**src/rbs_pkg.sv**
```systemverilog
// Notes on behaviour
// [RQ1] External reset pin asserted puts the device into hardware reset.
// [RQ2] In parallel host mode, the soft-reset bit in config_option_reg soft-resets.
// [RQ3] In USB mode, both data lines low over 2.5 us trigger USB reset.
// [RQ4] USB line reset clears only USB core, not a full soft reset.
// [RQ5] Hard and soft reset act alike, except the option and host config registers survive soft reset.
// [RQ6] Memory data pins 15:8 are sampled as straps during any reset.
// [RQ7] Straps read low unless pulled up; the board adds the pull-ups.
// [RQ8] Strap bits 15:14 give the serial memory kind code, default 0.
// [RQ9] Strap 13 set selects USB host; only attribute space stays enabled.
// [RQ10] Strap 12 set selects four-strobe SRAM, clear selects five-strobe.
// [RQ11] With boot ROM enabled, hardware ignores start-idle; firmware reads it.
// [RQ12] With boot ROM disabled and start-idle set, CPU waits for aux download.
// [RQ13] Strap 10 sets startup bus width: 16-bit when set, 8-bit clear.
// [RQ14] Board straps startup width to match the boot flash width.
// [RQ15] Strap 9 set maps control store to RAM, clear to NV space.
// [RQ16] Strap 9 only presets read-enable and map bits of option registers.
// [RQ17] Strap 8 set disables the internal boot ROM, clear enables it.
// [RQ18] Kind code 00 is a large firmware device; upper bit set unsupported.
// [RQ19] Kind code 01 is a small info-only device; controller then idles.
// [RQ20] Straps latch at reset release and hold until the next reset.
//
// package: register map, strap layout and timing counts
// assumes a 25 MHz pclk and a byte-addressed APB slave port

package rbs_pkg;

  // register byte offsets
  localparam logic [7:0] OFS_CONFIG_OPTION = 8'h00;
  localparam logic [7:0] OFS_HOST_CONFIG   = 8'h04;
  localparam logic [7:0] OFS_STRAP_STATUS  = 8'h08;
  localparam logic [7:0] OFS_RESET_STATUS  = 8'h0C;
  localparam logic [7:0] OFS_MEMORY_OPTION = 8'h10;
  localparam logic [7:0] OFS_CS_CONFIG     = 8'h14;

  // config_option_reg fields
  localparam int          COR_SRESET_BIT = 7;
  localparam logic [7:0]  COR_RESET      = 8'h00;
  localparam logic [7:0]  COR_WMASK      = 8'hBF;
  localparam logic [7:0]  HCR_RESET      = 8'h00;

  // reset_status sticky bits
  localparam int HW_SEEN_BIT  = 0;
  localparam int SW_SEEN_BIT  = 1;
  localparam int USB_SEEN_BIT = 2;
  localparam int RUN_BIT      = 3;

  // memory_option_reg / control_store_cfg_reg field positions
  localparam int NV_READ_ENABLE_BIT      = 0;
  localparam int MAP_LSB       = 1;
  localparam logic [1:0] MAP_TO_NV  = 2'h2;
  localparam logic [1:0] MAP_TO_RAM = 2'h1;

  // serial memory kind codes
  localparam logic [1:0] NV_KIND_LARGE = 2'h0;
  localparam logic [1:0] NV_KIND_CIS   = 2'h1;

  // strap defaults as seen with only the internal pull-downs
  localparam logic [7:0] STRAP_RESET = 8'h00;

  // timing: least time of sustained USB low, rounded up to cycles
  localparam real USB_LOW_US   = 2.5;
  localparam real PCLK_MHZ     = 25.0;
  localparam int  USB_LOW_CYC  = int'($ceil(USB_LOW_US * PCLK_MHZ));
  localparam int  SYNC_STAGES  = 3;

  // strap layout, msb first, matching pins 15 down to 8
  typedef struct packed {
    logic [1:0] serial_nv_kind;
    logic       serial_host_select;
    logic       sram_four_strobe_mode;
    logic       start_idle;
    logic       startup_wide_bus;
    logic       control_store_to_ram;
    logic       boot_rom_disable;
  } rbs_strap_type;

endpackage

```
**src/rbs_reset_strap.sv**
```systemverilog
// top: reset sources, strap capture and option preset registers
// assumes apb master on pclk; reset pin, usb lines and strap pins are async

`timescale 1ns/10ps

module rbs_reset_strap #(
  parameter int ADDR_W = 8
) (
  // clock and bus reset
  input  wire logic               pclk,
  input  wire logic               presetn,
  // apb slave
  input  wire logic               psel,
  input  wire logic               penable,
  input  wire logic               pwrite,
  input  wire logic [ADDR_W-1:0]  paddr,
  input  wire logic [31:0]        pwdata,
  input  wire logic [3:0]         pstrb,
  output logic                    pready,
  output logic [31:0]             prdata,
  output logic                    pslverr,
  // pins
  input  wire logic               reset_pin_n,
  input  wire logic               usb_dp,
  input  wire logic               usb_dm,
  input  wire logic [7:0]         mem_data_strap_pins,
  input  wire logic               aux_download_done,
  // reset outputs
  output logic                    hardware_reset_state,
  output logic                    soft_reset_state,
  output logic                    device_reset_n,
  output logic                    usb_core_reset,
  output logic                    strap_pulldown_en,
  // configuration outputs
  output rbs_pkg::rbs_strap_type  strap,
  output logic                    pc_card_func_enable,
  output logic                    attribute_space_enable,
  output logic                    internal_boot_rom_enable,
  output logic                    nv_large_firmware,
  output logic                    nv_cis_only,
  output logic                    nv_unsupported,
  output logic                    boot_halt_after_load,
  output logic                    cpu_run_enable,
  output logic                    nv_read_enable,
  output logic [1:0]              store_map_bits
);

  localparam int CNT_W = $clog2(rbs_pkg::USB_LOW_CYC + 1);
  localparam logic [CNT_W-1:0] USB_CNT_MAX = CNT_W'(rbs_pkg::USB_LOW_CYC);

  // three-stage synchronisers; stage one feeds only stage two
  logic [10:0] sync1_reg;
  logic [10:0] sync2_reg;
  logic [10:0] sync3_reg;
  logic [10:0] pin_stable_reg;
  logic [10:0] pin_raw;

  assign pin_raw = {reset_pin_n, usb_dp, usb_dm, mem_data_strap_pins};

  always_ff @(posedge pclk or negedge presetn) begin
    if (!presetn) begin
      sync1_reg      <= {8'h00, 3'h4};
      sync2_reg      <= {8'h00, 3'h4};
      sync3_reg      <= {8'h00, 3'h4};
      pin_stable_reg <= 11'h000;
    end else begin
      sync1_reg <= {pin_raw[10:8], pin_raw[7:0]};
      sync2_reg <= sync1_reg;
      sync3_reg <= sync2_reg;
      // a change counts only once the last two stages agree
      for (int i = 0; i < 11; i++) begin
        if (sync2_reg[i] == sync3_reg[i]) begin
          pin_stable_reg[i] <= sync3_reg[i];
        end
      end
    end
  end

  // named views of the filtered pins
  wire       pin_reset_n = pin_stable_reg[10];
  wire       pin_dp      = pin_stable_reg[9];
  wire       pin_dm      = pin_stable_reg[8];
  wire [7:0] pin_straps  = pin_stable_reg[7:0];

  // register state
  logic [7:0] cor_reg;
  logic [7:0] hcr_reg;
  logic [7:0] mor_reg;
  logic [7:0] control_store_cfg_reg_reg;
  logic [3:0] seen_reg;
  logic       aux_done_reg;
  logic [CNT_W-1:0] usb_cnt_reg;
  logic [CNT_W-1:0] usb_cnt_next;
  rbs_pkg::rbs_strap_type strap_reg;
  rbs_pkg::rbs_strap_type strap_pins;

  // reset source decode
  wire hw_reset   = ~pin_reset_n;                               // [RQ1]
  wire serial_sel = strap_reg.serial_host_select;
  wire sw_reset   = cor_reg[rbs_pkg::COR_SRESET_BIT] & ~serial_sel; // [RQ2]
  wire in_reset   = hw_reset | sw_reset;                         // [RQ5]
  wire usb_low    = serial_sel & ~pin_dp & ~pin_dm;

  assign hardware_reset_state = hw_reset;
  assign soft_reset_state     = sw_reset;
  assign device_reset_n       = ~in_reset;
  // weak pull-downs keep unstrapped pins low while sampled
  assign strap_pulldown_en    = in_reset;                        // [RQ7]
  assign strap_pins           = rbs_pkg::rbs_strap_type'(pin_straps);

  // straps follow the pins during reset and freeze at release
  always_ff @(posedge pclk or negedge presetn) begin
    if (!presetn) begin
      strap_reg <= rbs_pkg::rbs_strap_type'(rbs_pkg::STRAP_RESET);
    end else if (in_reset) begin
      strap_reg <= strap_pins;                                   // [RQ6] [RQ20]
    end
  end

  // strap decode
  assign strap                    = strap_reg;                   // [RQ8] [RQ10]
  assign pc_card_func_enable      = ~serial_sel;                 // [RQ9]
  assign attribute_space_enable   = 1'b1;                        // [RQ9]
  assign internal_boot_rom_enable = ~strap_reg.boot_rom_disable; // [RQ17]
  assign nv_large_firmware =
    (strap_reg.serial_nv_kind == rbs_pkg::NV_KIND_LARGE);        // [RQ18]
  assign nv_cis_only =
    (strap_reg.serial_nv_kind == rbs_pkg::NV_KIND_CIS);          // [RQ19]
  assign nv_unsupported = strap_reg.serial_nv_kind[1];           // [RQ18]
  // start-idle is only a firmware hint while the boot rom runs
  assign boot_halt_after_load =
    strap_reg.start_idle & ~strap_reg.boot_rom_disable;          // [RQ11]
  wire wait_for_aux = strap_reg.start_idle & strap_reg.boot_rom_disable;
  assign cpu_run_enable = ~in_reset & (~wait_for_aux | aux_done_reg); // [RQ12]

  // aux download completion, cleared by any reset
  always_ff @(posedge pclk or negedge presetn) begin
    if (!presetn) begin
      aux_done_reg <= 1'b0;
    end else if (in_reset) begin
      aux_done_reg <= 1'b0;
    end else if (aux_download_done) begin
      aux_done_reg <= 1'b1;
    end
  end

  // consecutive low count; saturates at the threshold
  always_comb begin
    usb_cnt_next = '0;
    if (usb_low && usb_cnt_reg != USB_CNT_MAX) begin
      usb_cnt_next = usb_cnt_reg + CNT_W'(1);
    end else if (usb_low) begin
      usb_cnt_next = usb_cnt_reg;
    end
  end

  always_ff @(posedge pclk or negedge presetn) begin
    if (!presetn) begin
      usb_cnt_reg <= '0;
    end else begin
      usb_cnt_reg <= usb_cnt_next;                               // [RQ3]
    end
  end

  // only the usb core and the reset_status usb bit see this; straps and other registers are untouched
  assign usb_core_reset = (usb_cnt_reg == USB_CNT_MAX);          // [RQ3] [RQ4]

  // apb decode; one wait state so read data comes from a flop
  logic ack_reg;
  logic [31:0] prdata_reg;
  wire [7:0] addr8  = paddr[7:0];
  wire hit_cor  = (addr8 == rbs_pkg::OFS_CONFIG_OPTION);
  wire hit_hcr  = (addr8 == rbs_pkg::OFS_HOST_CONFIG);
  wire hit_strp = (addr8 == rbs_pkg::OFS_STRAP_STATUS);
  wire hit_rst  = (addr8 == rbs_pkg::OFS_RESET_STATUS);
  wire hit_mor  = (addr8 == rbs_pkg::OFS_MEMORY_OPTION);
  wire hit_control_store_cfg_reg = (addr8 == rbs_pkg::OFS_CS_CONFIG);
  wire hit_any  = hit_cor | hit_hcr | hit_strp | hit_rst | hit_mor | hit_control_store_cfg_reg;
  wire upper_zero = (paddr[ADDR_W-1:0] >> 8) == '0;
  wire mapped   = hit_any & upper_zero;
  wire do_write = psel & penable & ack_reg & pwrite & mapped & pstrb[0];
  wire do_read  = psel & penable & ~ack_reg & ~pwrite;
  wire [7:0] wbyte = pwdata[7:0];

  assign pready  = ack_reg;
  assign prdata  = prdata_reg;
  assign pslverr = ack_reg & ~mapped;

  // read mux
  logic [7:0] rd_byte;
  always_comb begin
    rd_byte = 8'h00;
    if (upper_zero) begin
      if (hit_cor)  rd_byte = cor_reg;
      if (hit_hcr)  rd_byte = hcr_reg;
      if (hit_strp) rd_byte = strap_reg;
      if (hit_rst)  rd_byte = {4'h0, seen_reg};
      if (hit_mor)  rd_byte = mor_reg;
      if (hit_control_store_cfg_reg) rd_byte = control_store_cfg_reg_reg;
    end
  end

  always_ff @(posedge pclk or negedge presetn) begin
    if (!presetn) begin
      ack_reg    <= 1'b0;
      prdata_reg <= 32'h0000_0000;
    end else begin
      ack_reg <= psel & penable & ~ack_reg;
      if (do_read) begin
        prdata_reg <= {24'h000000, rd_byte};
      end
    end
  end

  // host registers survive a soft reset, cleared only by the pin
  always_ff @(posedge pclk or negedge presetn) begin
    if (!presetn) begin
      cor_reg <= rbs_pkg::COR_RESET;
      hcr_reg <= rbs_pkg::HCR_RESET;
    end else if (hw_reset) begin
      cor_reg <= rbs_pkg::COR_RESET;                             // [RQ5]
      hcr_reg <= rbs_pkg::HCR_RESET;
    end else begin
      if (do_write && hit_cor) begin
        cor_reg <= wbyte & rbs_pkg::COR_WMASK;                   // [RQ2]
      end
      if (do_write && hit_hcr) begin
        hcr_reg <= wbyte;
      end
    end
  end

  // option presets come from the mapping strap during any reset
  wire       cs_ram_pin  = strap_pins.control_store_to_ram;
  wire [1:0] preset_map  = cs_ram_pin ? rbs_pkg::MAP_TO_RAM
                                      : rbs_pkg::MAP_TO_NV;
  wire [7:0] preset_opt  = {5'h00, preset_map, ~cs_ram_pin};

  always_ff @(posedge pclk or negedge presetn) begin
    if (!presetn) begin
      mor_reg  <= {5'h00, rbs_pkg::MAP_TO_NV, 1'b1};
      control_store_cfg_reg_reg <= {5'h00, rbs_pkg::MAP_TO_NV, 1'b1};
    end else if (in_reset) begin
      mor_reg  <= preset_opt;                                    // [RQ16]
      control_store_cfg_reg_reg <= preset_opt;                                    // [RQ15]
    end else begin
      if (do_write && hit_mor) begin
        mor_reg <= wbyte;
      end
      if (do_write && hit_control_store_cfg_reg) begin
        control_store_cfg_reg_reg <= wbyte;
      end
    end
  end

  assign nv_read_enable = mor_reg[rbs_pkg::NV_READ_ENABLE_BIT];
  assign store_map_bits = control_store_cfg_reg_reg[rbs_pkg::MAP_LSB +: 2];

  // sticky reset causes; a new event wins over a write-one clear
  logic [3:0] seen_set;
  logic [3:0] seen_clr;
  assign seen_set = {~in_reset, usb_core_reset, sw_reset, hw_reset};
  assign seen_clr = (do_write && hit_rst) ? wbyte[3:0] : 4'h0;

  always_ff @(posedge pclk or negedge presetn) begin
    if (!presetn) begin
      seen_reg <= 4'h0;
    end else begin
      seen_reg <= (seen_reg & ~seen_clr) | seen_set;
    end
  end

  // checks

  property p_hw_pin;
    @(posedge pclk) disable iff (!presetn)
      $fell(reset_pin_n) ##0 (!reset_pin_n)[*5] |-> hardware_reset_state;
  endproperty
  a_hw_pin: assert property (p_hw_pin) else $error("pin reset missed"); // [RQ1]

  property p_soft;
    @(posedge pclk) disable iff (!presetn)
      cor_reg[7] && !strap_reg.serial_host_select |-> !device_reset_n;
  endproperty
  a_soft: assert property (p_soft) else $error("soft reset not held"); // [RQ2]

  property p_usb_time;
    @(posedge pclk) disable iff (!presetn)
      $rose(usb_core_reset) |-> $past(usb_low, 1) &&
        $past(usb_cnt_reg) == USB_CNT_MAX - CNT_W'(1);
  endproperty
  a_usb_time: assert property (p_usb_time) else $error("usb reset early"); // [RQ3]

  property p_usb_local;
    @(posedge pclk) disable iff (!presetn)
      usb_core_reset && !in_reset |=> $stable(strap_reg) && $stable(cor_reg);
  endproperty
  a_usb_local: assert property (p_usb_local) else $error("usb reset spread"); // [RQ4]

  property p_hw_clears;
    @(posedge pclk) disable iff (!presetn)
      hardware_reset_state |=> cor_reg == 8'h00 && hcr_reg == 8'h00;
  endproperty
  a_hw_clears: assert property (p_hw_clears) else $error("cor kept"); // [RQ5]

  property p_sample;
    @(posedge pclk) disable iff (!presetn)
      in_reset |=> strap_reg == $past(pin_straps);
  endproperty
  a_sample: assert property (p_sample) else $error("strap not sampled"); // [RQ6]

  property p_hold;
    @(posedge pclk) disable iff (!presetn)
      !in_reset && !$past(in_reset) |-> $stable(strap_reg);
  endproperty
  a_hold: assert property (p_hold) else $error("strap moved"); // [RQ20]

  property p_preset;
    @(posedge pclk) disable iff (!presetn)
      in_reset |=> nv_read_enable == !$past(pin_straps[1]);
  endproperty
  a_preset: assert property (p_preset) else $error("nv_read_enable preset"); // [RQ16]

  property p_aux_wait;
    @(posedge pclk) disable iff (!presetn)
      cpu_run_enable && strap_reg.start_idle && strap_reg.boot_rom_disable
        |-> aux_done_reg;
  endproperty
  a_aux_wait: assert property (p_aux_wait) else $error("ran early"); // [RQ12]

endmodule

```
**config.mk**
```make
export PLATFORM = sky130hd
export DESIGN_NAME = rbs_reset_strap
export DESIGN_NICKNAME = d
export VERILOG_FILES = /design/src/rbs_pkg.sv /design/src/rbs_reset_strap.sv
export SDC_FILE = /design/constraint.sdc
export NUM_CORES = 1
export LEC_CHECK = 0
export BUFFER_PORTS_ARGS = -buffer_cell sky130_fd_sc_hd__buf_4
export CAP_MARGIN = 5
export CORE_MARGIN = 2
export CORE_UTILIZATION = 51
export CTS_CLUSTER_SIZE = 10
export DETAILED_ROUTE_END_ITERATION = 8
export PLACE_DENSITY = 0.86
export SYNTH_ARGS = -nofsm -noshare
export SYNTH_HDL_FRONTEND = slang
export SYNTH_SLANG_ARGS = --single-unit
```
**constraint.sdc**
```tcl
create_clock -name pclk -period 2.5 [get_ports pclk]
set_clock_uncertainty 0.05 [all_clocks]
set_input_delay 0.125 -clock pclk [delete_from_list [all_inputs] [get_ports pclk]]
set_output_delay 0.125 -clock pclk [all_outputs]
set_load 0.03 [all_outputs]
```
### Word level (Yosys, flattened, before mapping)

Cells that the tools add are included.

| operators by class | value |
|---|---|
| add/sub/neg operators | 1 |
| equal/unequal tests | 22 |
| muxes and demuxes | 20 |
| bitwise gates (word level) | 35 |
| reductions and logical operators | 11 |

Operators with widths:

| operator | number |
|---|---|
| $mux 8 | 14 |
| $eq 8x4->1 const B | 2 |
| $eq 8x5->1 const B | 2 |
| $and 1x1->1 | 14 |
| $mux 6 | 2 |
| $eq 1x1->1 | 11 |
| $not 1->1 | 11 |
| $eq 8x3->1 const B | 1 |
| $logic_not 8->1 | 1 |
| $or 1x1->1 | 7 |
| $add 6x1->6 const B | 1 |
| $eq 6x6->1 const B | 1 |
| $logic_and 1x1->1 | 6 |
| $ne 2x1->1 const B | 3 |
| $ne 6x6->1 const B | 1 |
| $reduce_bool 2->1 | 3 |
| $and 4x4->4 | 1 |
| $mux 4 | 1 |
| $not 4->4 | 1 |
| $or 4x4->4 | 1 |
| $eq 2x1->1 const B | 1 |
| $logic_not 2->1 | 1 |
| $mux 1 | 2 |
| $mux 2 | 1 |

| word-level totals | value |
|---|---|
| bits in registers | 104 |
| input bits | 61 |
| output and inout port bits | 58 |
| logic and storage cells | 119 |

### Longest topological paths before layout

| depth | value |
|---|---|
| word-level depth | 13 |
| depth in mapped cells | 7 |

### Least setup slack after synthesis

No wires, ideal clock.

| path | value |
|---|---|
| path kind | register -> register |
| from | register ack_reg (netlist: pready) |
| to | register cor_reg[5] |
| arrival | 1933 ps |
| path slack | 386 ps |
| cell stages (with the launch flop) | 6 |
| cells stage by stage | dfrtp_1 nand3_1 or4_2 clkbuf_1 nand3_1 o21ai_0 |

| on the way | value |
|---|---|
| word-level cells in the longest chain between the ends | 6 |

Ends and longest elaborated chain:

| what | line | text |
|---|---|---|
| start: declaration | rbs_reset_strap.sv:169 | `logic ack_reg;` |
| start signal: assignment | rbs_reset_strap.sv:208 | `ack_reg <= psel & penable & ~ack_reg;` |
| $and 1x1->1 (4 in series) | rbs_reset_strap.sv:181 | `wire do_write = psel & penable & ack_reg & pwrite & mapped & pstrb[0];` |
| $logic_and 1x1->1 | rbs_reset_strap.sv:224 | `if (do_write && hit_cor) begin` |
| $ne 2x1->1 (no line) | n/a |  |
| end signal: assignment | rbs_reset_strap.sv:218 | `cor_reg <= rbs_pkg::COR_RESET;` |
| end signal: assignment | rbs_reset_strap.sv:221 | `cor_reg <= rbs_pkg::COR_RESET;` |
| end signal: assignment | rbs_reset_strap.sv:225 | `cor_reg <= wbyte & rbs_pkg::COR_WMASK;` |
| end: declaration | rbs_reset_strap.sv:86 | `logic [7:0] cor_reg;` |

No other way between the ends.
A chain may end at the register's enable or synchronous reset.

### Worst setup path after layout

| path | value |
|---|---|
| from | register ack_reg (netlist: pready) |
| to | register hcr_reg[2] |

| on the way | value |
|---|---|
| word-level cells in the longest chain between the ends | 6 |

Ends and longest elaborated chain:

| what | line | text |
|---|---|---|
| $and 1x1->1 (4 in series) | rbs_reset_strap.sv:181 |  |
| $logic_and 1x1->1 | rbs_reset_strap.sv:227 | `if (do_write && hit_hcr) begin` |
| $ne 2x1->1 (no line) | n/a |  |
| end signal: assignment | rbs_reset_strap.sv:219 | `hcr_reg <= rbs_pkg::HCR_RESET;` |
| end signal: assignment | rbs_reset_strap.sv:222 | `hcr_reg <= rbs_pkg::HCR_RESET;` |
| end signal: assignment | rbs_reset_strap.sv:228 | `hcr_reg <= wbyte;` |
| end: declaration | rbs_reset_strap.sv:87 | `logic [7:0] hcr_reg;` |

No other way between the ends.

==> out/metrics.yaml <==
status: "completed"
ys.flop_type: "dfrtp_1"
critPathKind: "flop to flop"
port_buffers: 66
startpoint_type: "flop"
cpMostUsedCell: "nand3_1"
final_common_cell: "dfrtp_1"
fin_total_pwr_mw: 3.58
timing.hold.ws_ps: 12.3
finalNetCount: 547
cp_num_buf_inv: 0
drc: 0
final_hold_viol_count: 0
min_period_ps: 2030
dieArea_um2: 9410
timing.setup.tns_ps: 0
drt_iter0_markers: 146
grt_overflow: 0
worst_pin_slew_ps: 698
cp_slowest_cell: "or4_1"
holdCritPathClass: "input port to flop"
required_ps: 2670
track_usage: 0.214
avgSynthCellArea_um2: 10.9
drv_cap: 0
synthToLayoutAreaGrowth_pct: 20.3
final_layout_size_suffix_gt1_frac: 0.235
ir_worst_vdd_mv: 0.446
synth_warnings: 0
cts_root_buf: "clkbuf_8"
vias: 3263
power.static_leakage_nw: 2.46
htreeDepth: 3
end_kind: "flop"
initial_utilization: 0.531
yosysTopAreaCell: "dfrtp_1"
power_density_nw_per_um2: 674
clock_latency_ps: 360
grt_pass1_vias: 3286
async_flop_share: 1.00
fmax_mhz: 493
cts_tree: "done"
nFillCells: 641
coreArea_um2: 8300
n_antenna_cell: 0
place_area_um2: 4910
syn_area_um2: 4410
ioPinCount: 119
worstPathArrival_ps: 2190
dp_hpwl_um: 6770
fin_area_um2: 5310
ys_seq_elements: 103
ant_nets: 0
post_cts_buffers: 0
synth_enable_flop_cells: 0
wl_per_cell_um: 16.2
fin_util: 0.639
cts_buffer_depth: 2
slew-limit-headroom: 0.533
rows: 33
fp.dieH_um: 97.0
routed_wl_um: 9640
setup_violations: 0
critPathTopFamily: "simple AND/OR/NAND/NOR gates"
vias_per_cell: 5.48
path_cells: "nand3_1 -> or4_1 -> nand3_1 -> o21ai_0"
multi_input_area_um2: 1580
cts.sinks: 103
layout_common_cells: "dfrtp_1 (96), buf_4 (73), nand2_1 (43)"
yosysSeqAreaShare: 0.586
drv_slew: 0
globalplace.congestion: 0.891
grt_max_degree: 53
antenna_found_initial: 0
synth.area.top_cells: "dfrtp_1 (54%), buf_4 (4.9%), dfstp_2 (4.2%)"
rsz0062_at_grt: "false"
die_w_um: 97.0
period_share: 0.811
yosys.area.top_type_share: 0.545
first_pass_iters: 4
synth_cell_type_count: 50
crit_path_max_fanout: 16
cts_inserted_buffers: 9
seq_area_um2: 2590
clkTransAtPathRegs_ps: 100
synthCells: 403
grt_pass1_wl_um: 16100
max_stage_delay_ps: 850
final timing paths:
| check | start | end | slack (ps) | cells past startpoint |
|---|---|---|---|---|
| hold / removal | pwdata[1] | seen_reg[1] | 10 | 3 |
| hold reg to reg | sync1_reg[10] | sync2_reg[10] | 310 | 0 |
| min in group asynchronous | presetn | control_store_cfg_reg_reg[5] | 180 | 2 |
| max in group asynchronous | presetn | control_store_cfg_reg_reg[2] | 1520 | 3 |
| setup reg to reg | pready | hcr_reg[2] | 470 | 4 |
| setup / recovery | pready | hcr_reg[2] | 470 | 4 |
cell families after synthesis:
logic type,share of synthesized area
adder cells (fa/ha/maj),0.0278
XOR/XNOR,0.00397
AO/OA/AOI/OAI,0.100
other,0.00170
multiplexers,0.0519
buffers and inverters,0.0740
flip-flops,0.586
AND/OR/NAND/NOR,0.154
stage by stage:
stage | instances | setup WS (ps)
floorplan | 426 | 386
global placement | 559 | 324
detailed placement | 559 | 298
CTS | 594 | 480
global route | 595 | 307
finish | 595 | 474
synth_stat cells, drive strengths merged, types with 3 or more instances:
cell,number
a21bo,4
a21o,4
a21oi,11
a221oi,3
a22o,3
a31oi,5
a32o,3
buf,33
clkbuf,13
dfrtp,96
dfstp,7
inv,10
maj3,11
mux2,5
mux2i,15
nand2,43
nand3,27
nor2,33
nor2b,4
nor3,11
nor4,3
o21ai,24
or3,4
or4,3
tightest hold or removal path: stages:
cell     delay (ps)
buf_4           120
nand2_1          50
a21o_1          100
power by group:
part | total, mW | internal (mW) | switching, mW
clock network | 1.02 | 0.436 | 0.587
logic | 0.681 | 0.247 | 0.434
registers | 1.88 | 1.79 | 0.0895
metal layers:
layer,up-vias,global-route usage,part of all wire,routed length (um)
met5,-,0,0,0
li1,1511,-,-,-
met1,1599,0.271,0.41,3960
met2,138,0.349,0.49,4770
met4,0,0.0921,0.024,229
met3,15,0.0571,0.071,683
what timing repair did:
| item | in CTS | in global routing |
|---|---|---|
| endpoints found under the setup margin | 0 | 0 |
| hold buffers | 19 | 1 |
| resized for setup | 0 | 0 |
| endpoints found under the hold margin | 49 | 1 |
area by class of cell:
class                           instances  area share
Clock buffer                           11      0.0285
Tap cell                              105      0.0248
Inverter                               10     0.00707
Clock inverter                          5     0.00896
Sequential cell                       103       0.487
Timing Repair Buffer                   94       0.145
Multi-Input combinational cell        267       0.299
(Power assumes the default switching activity.)
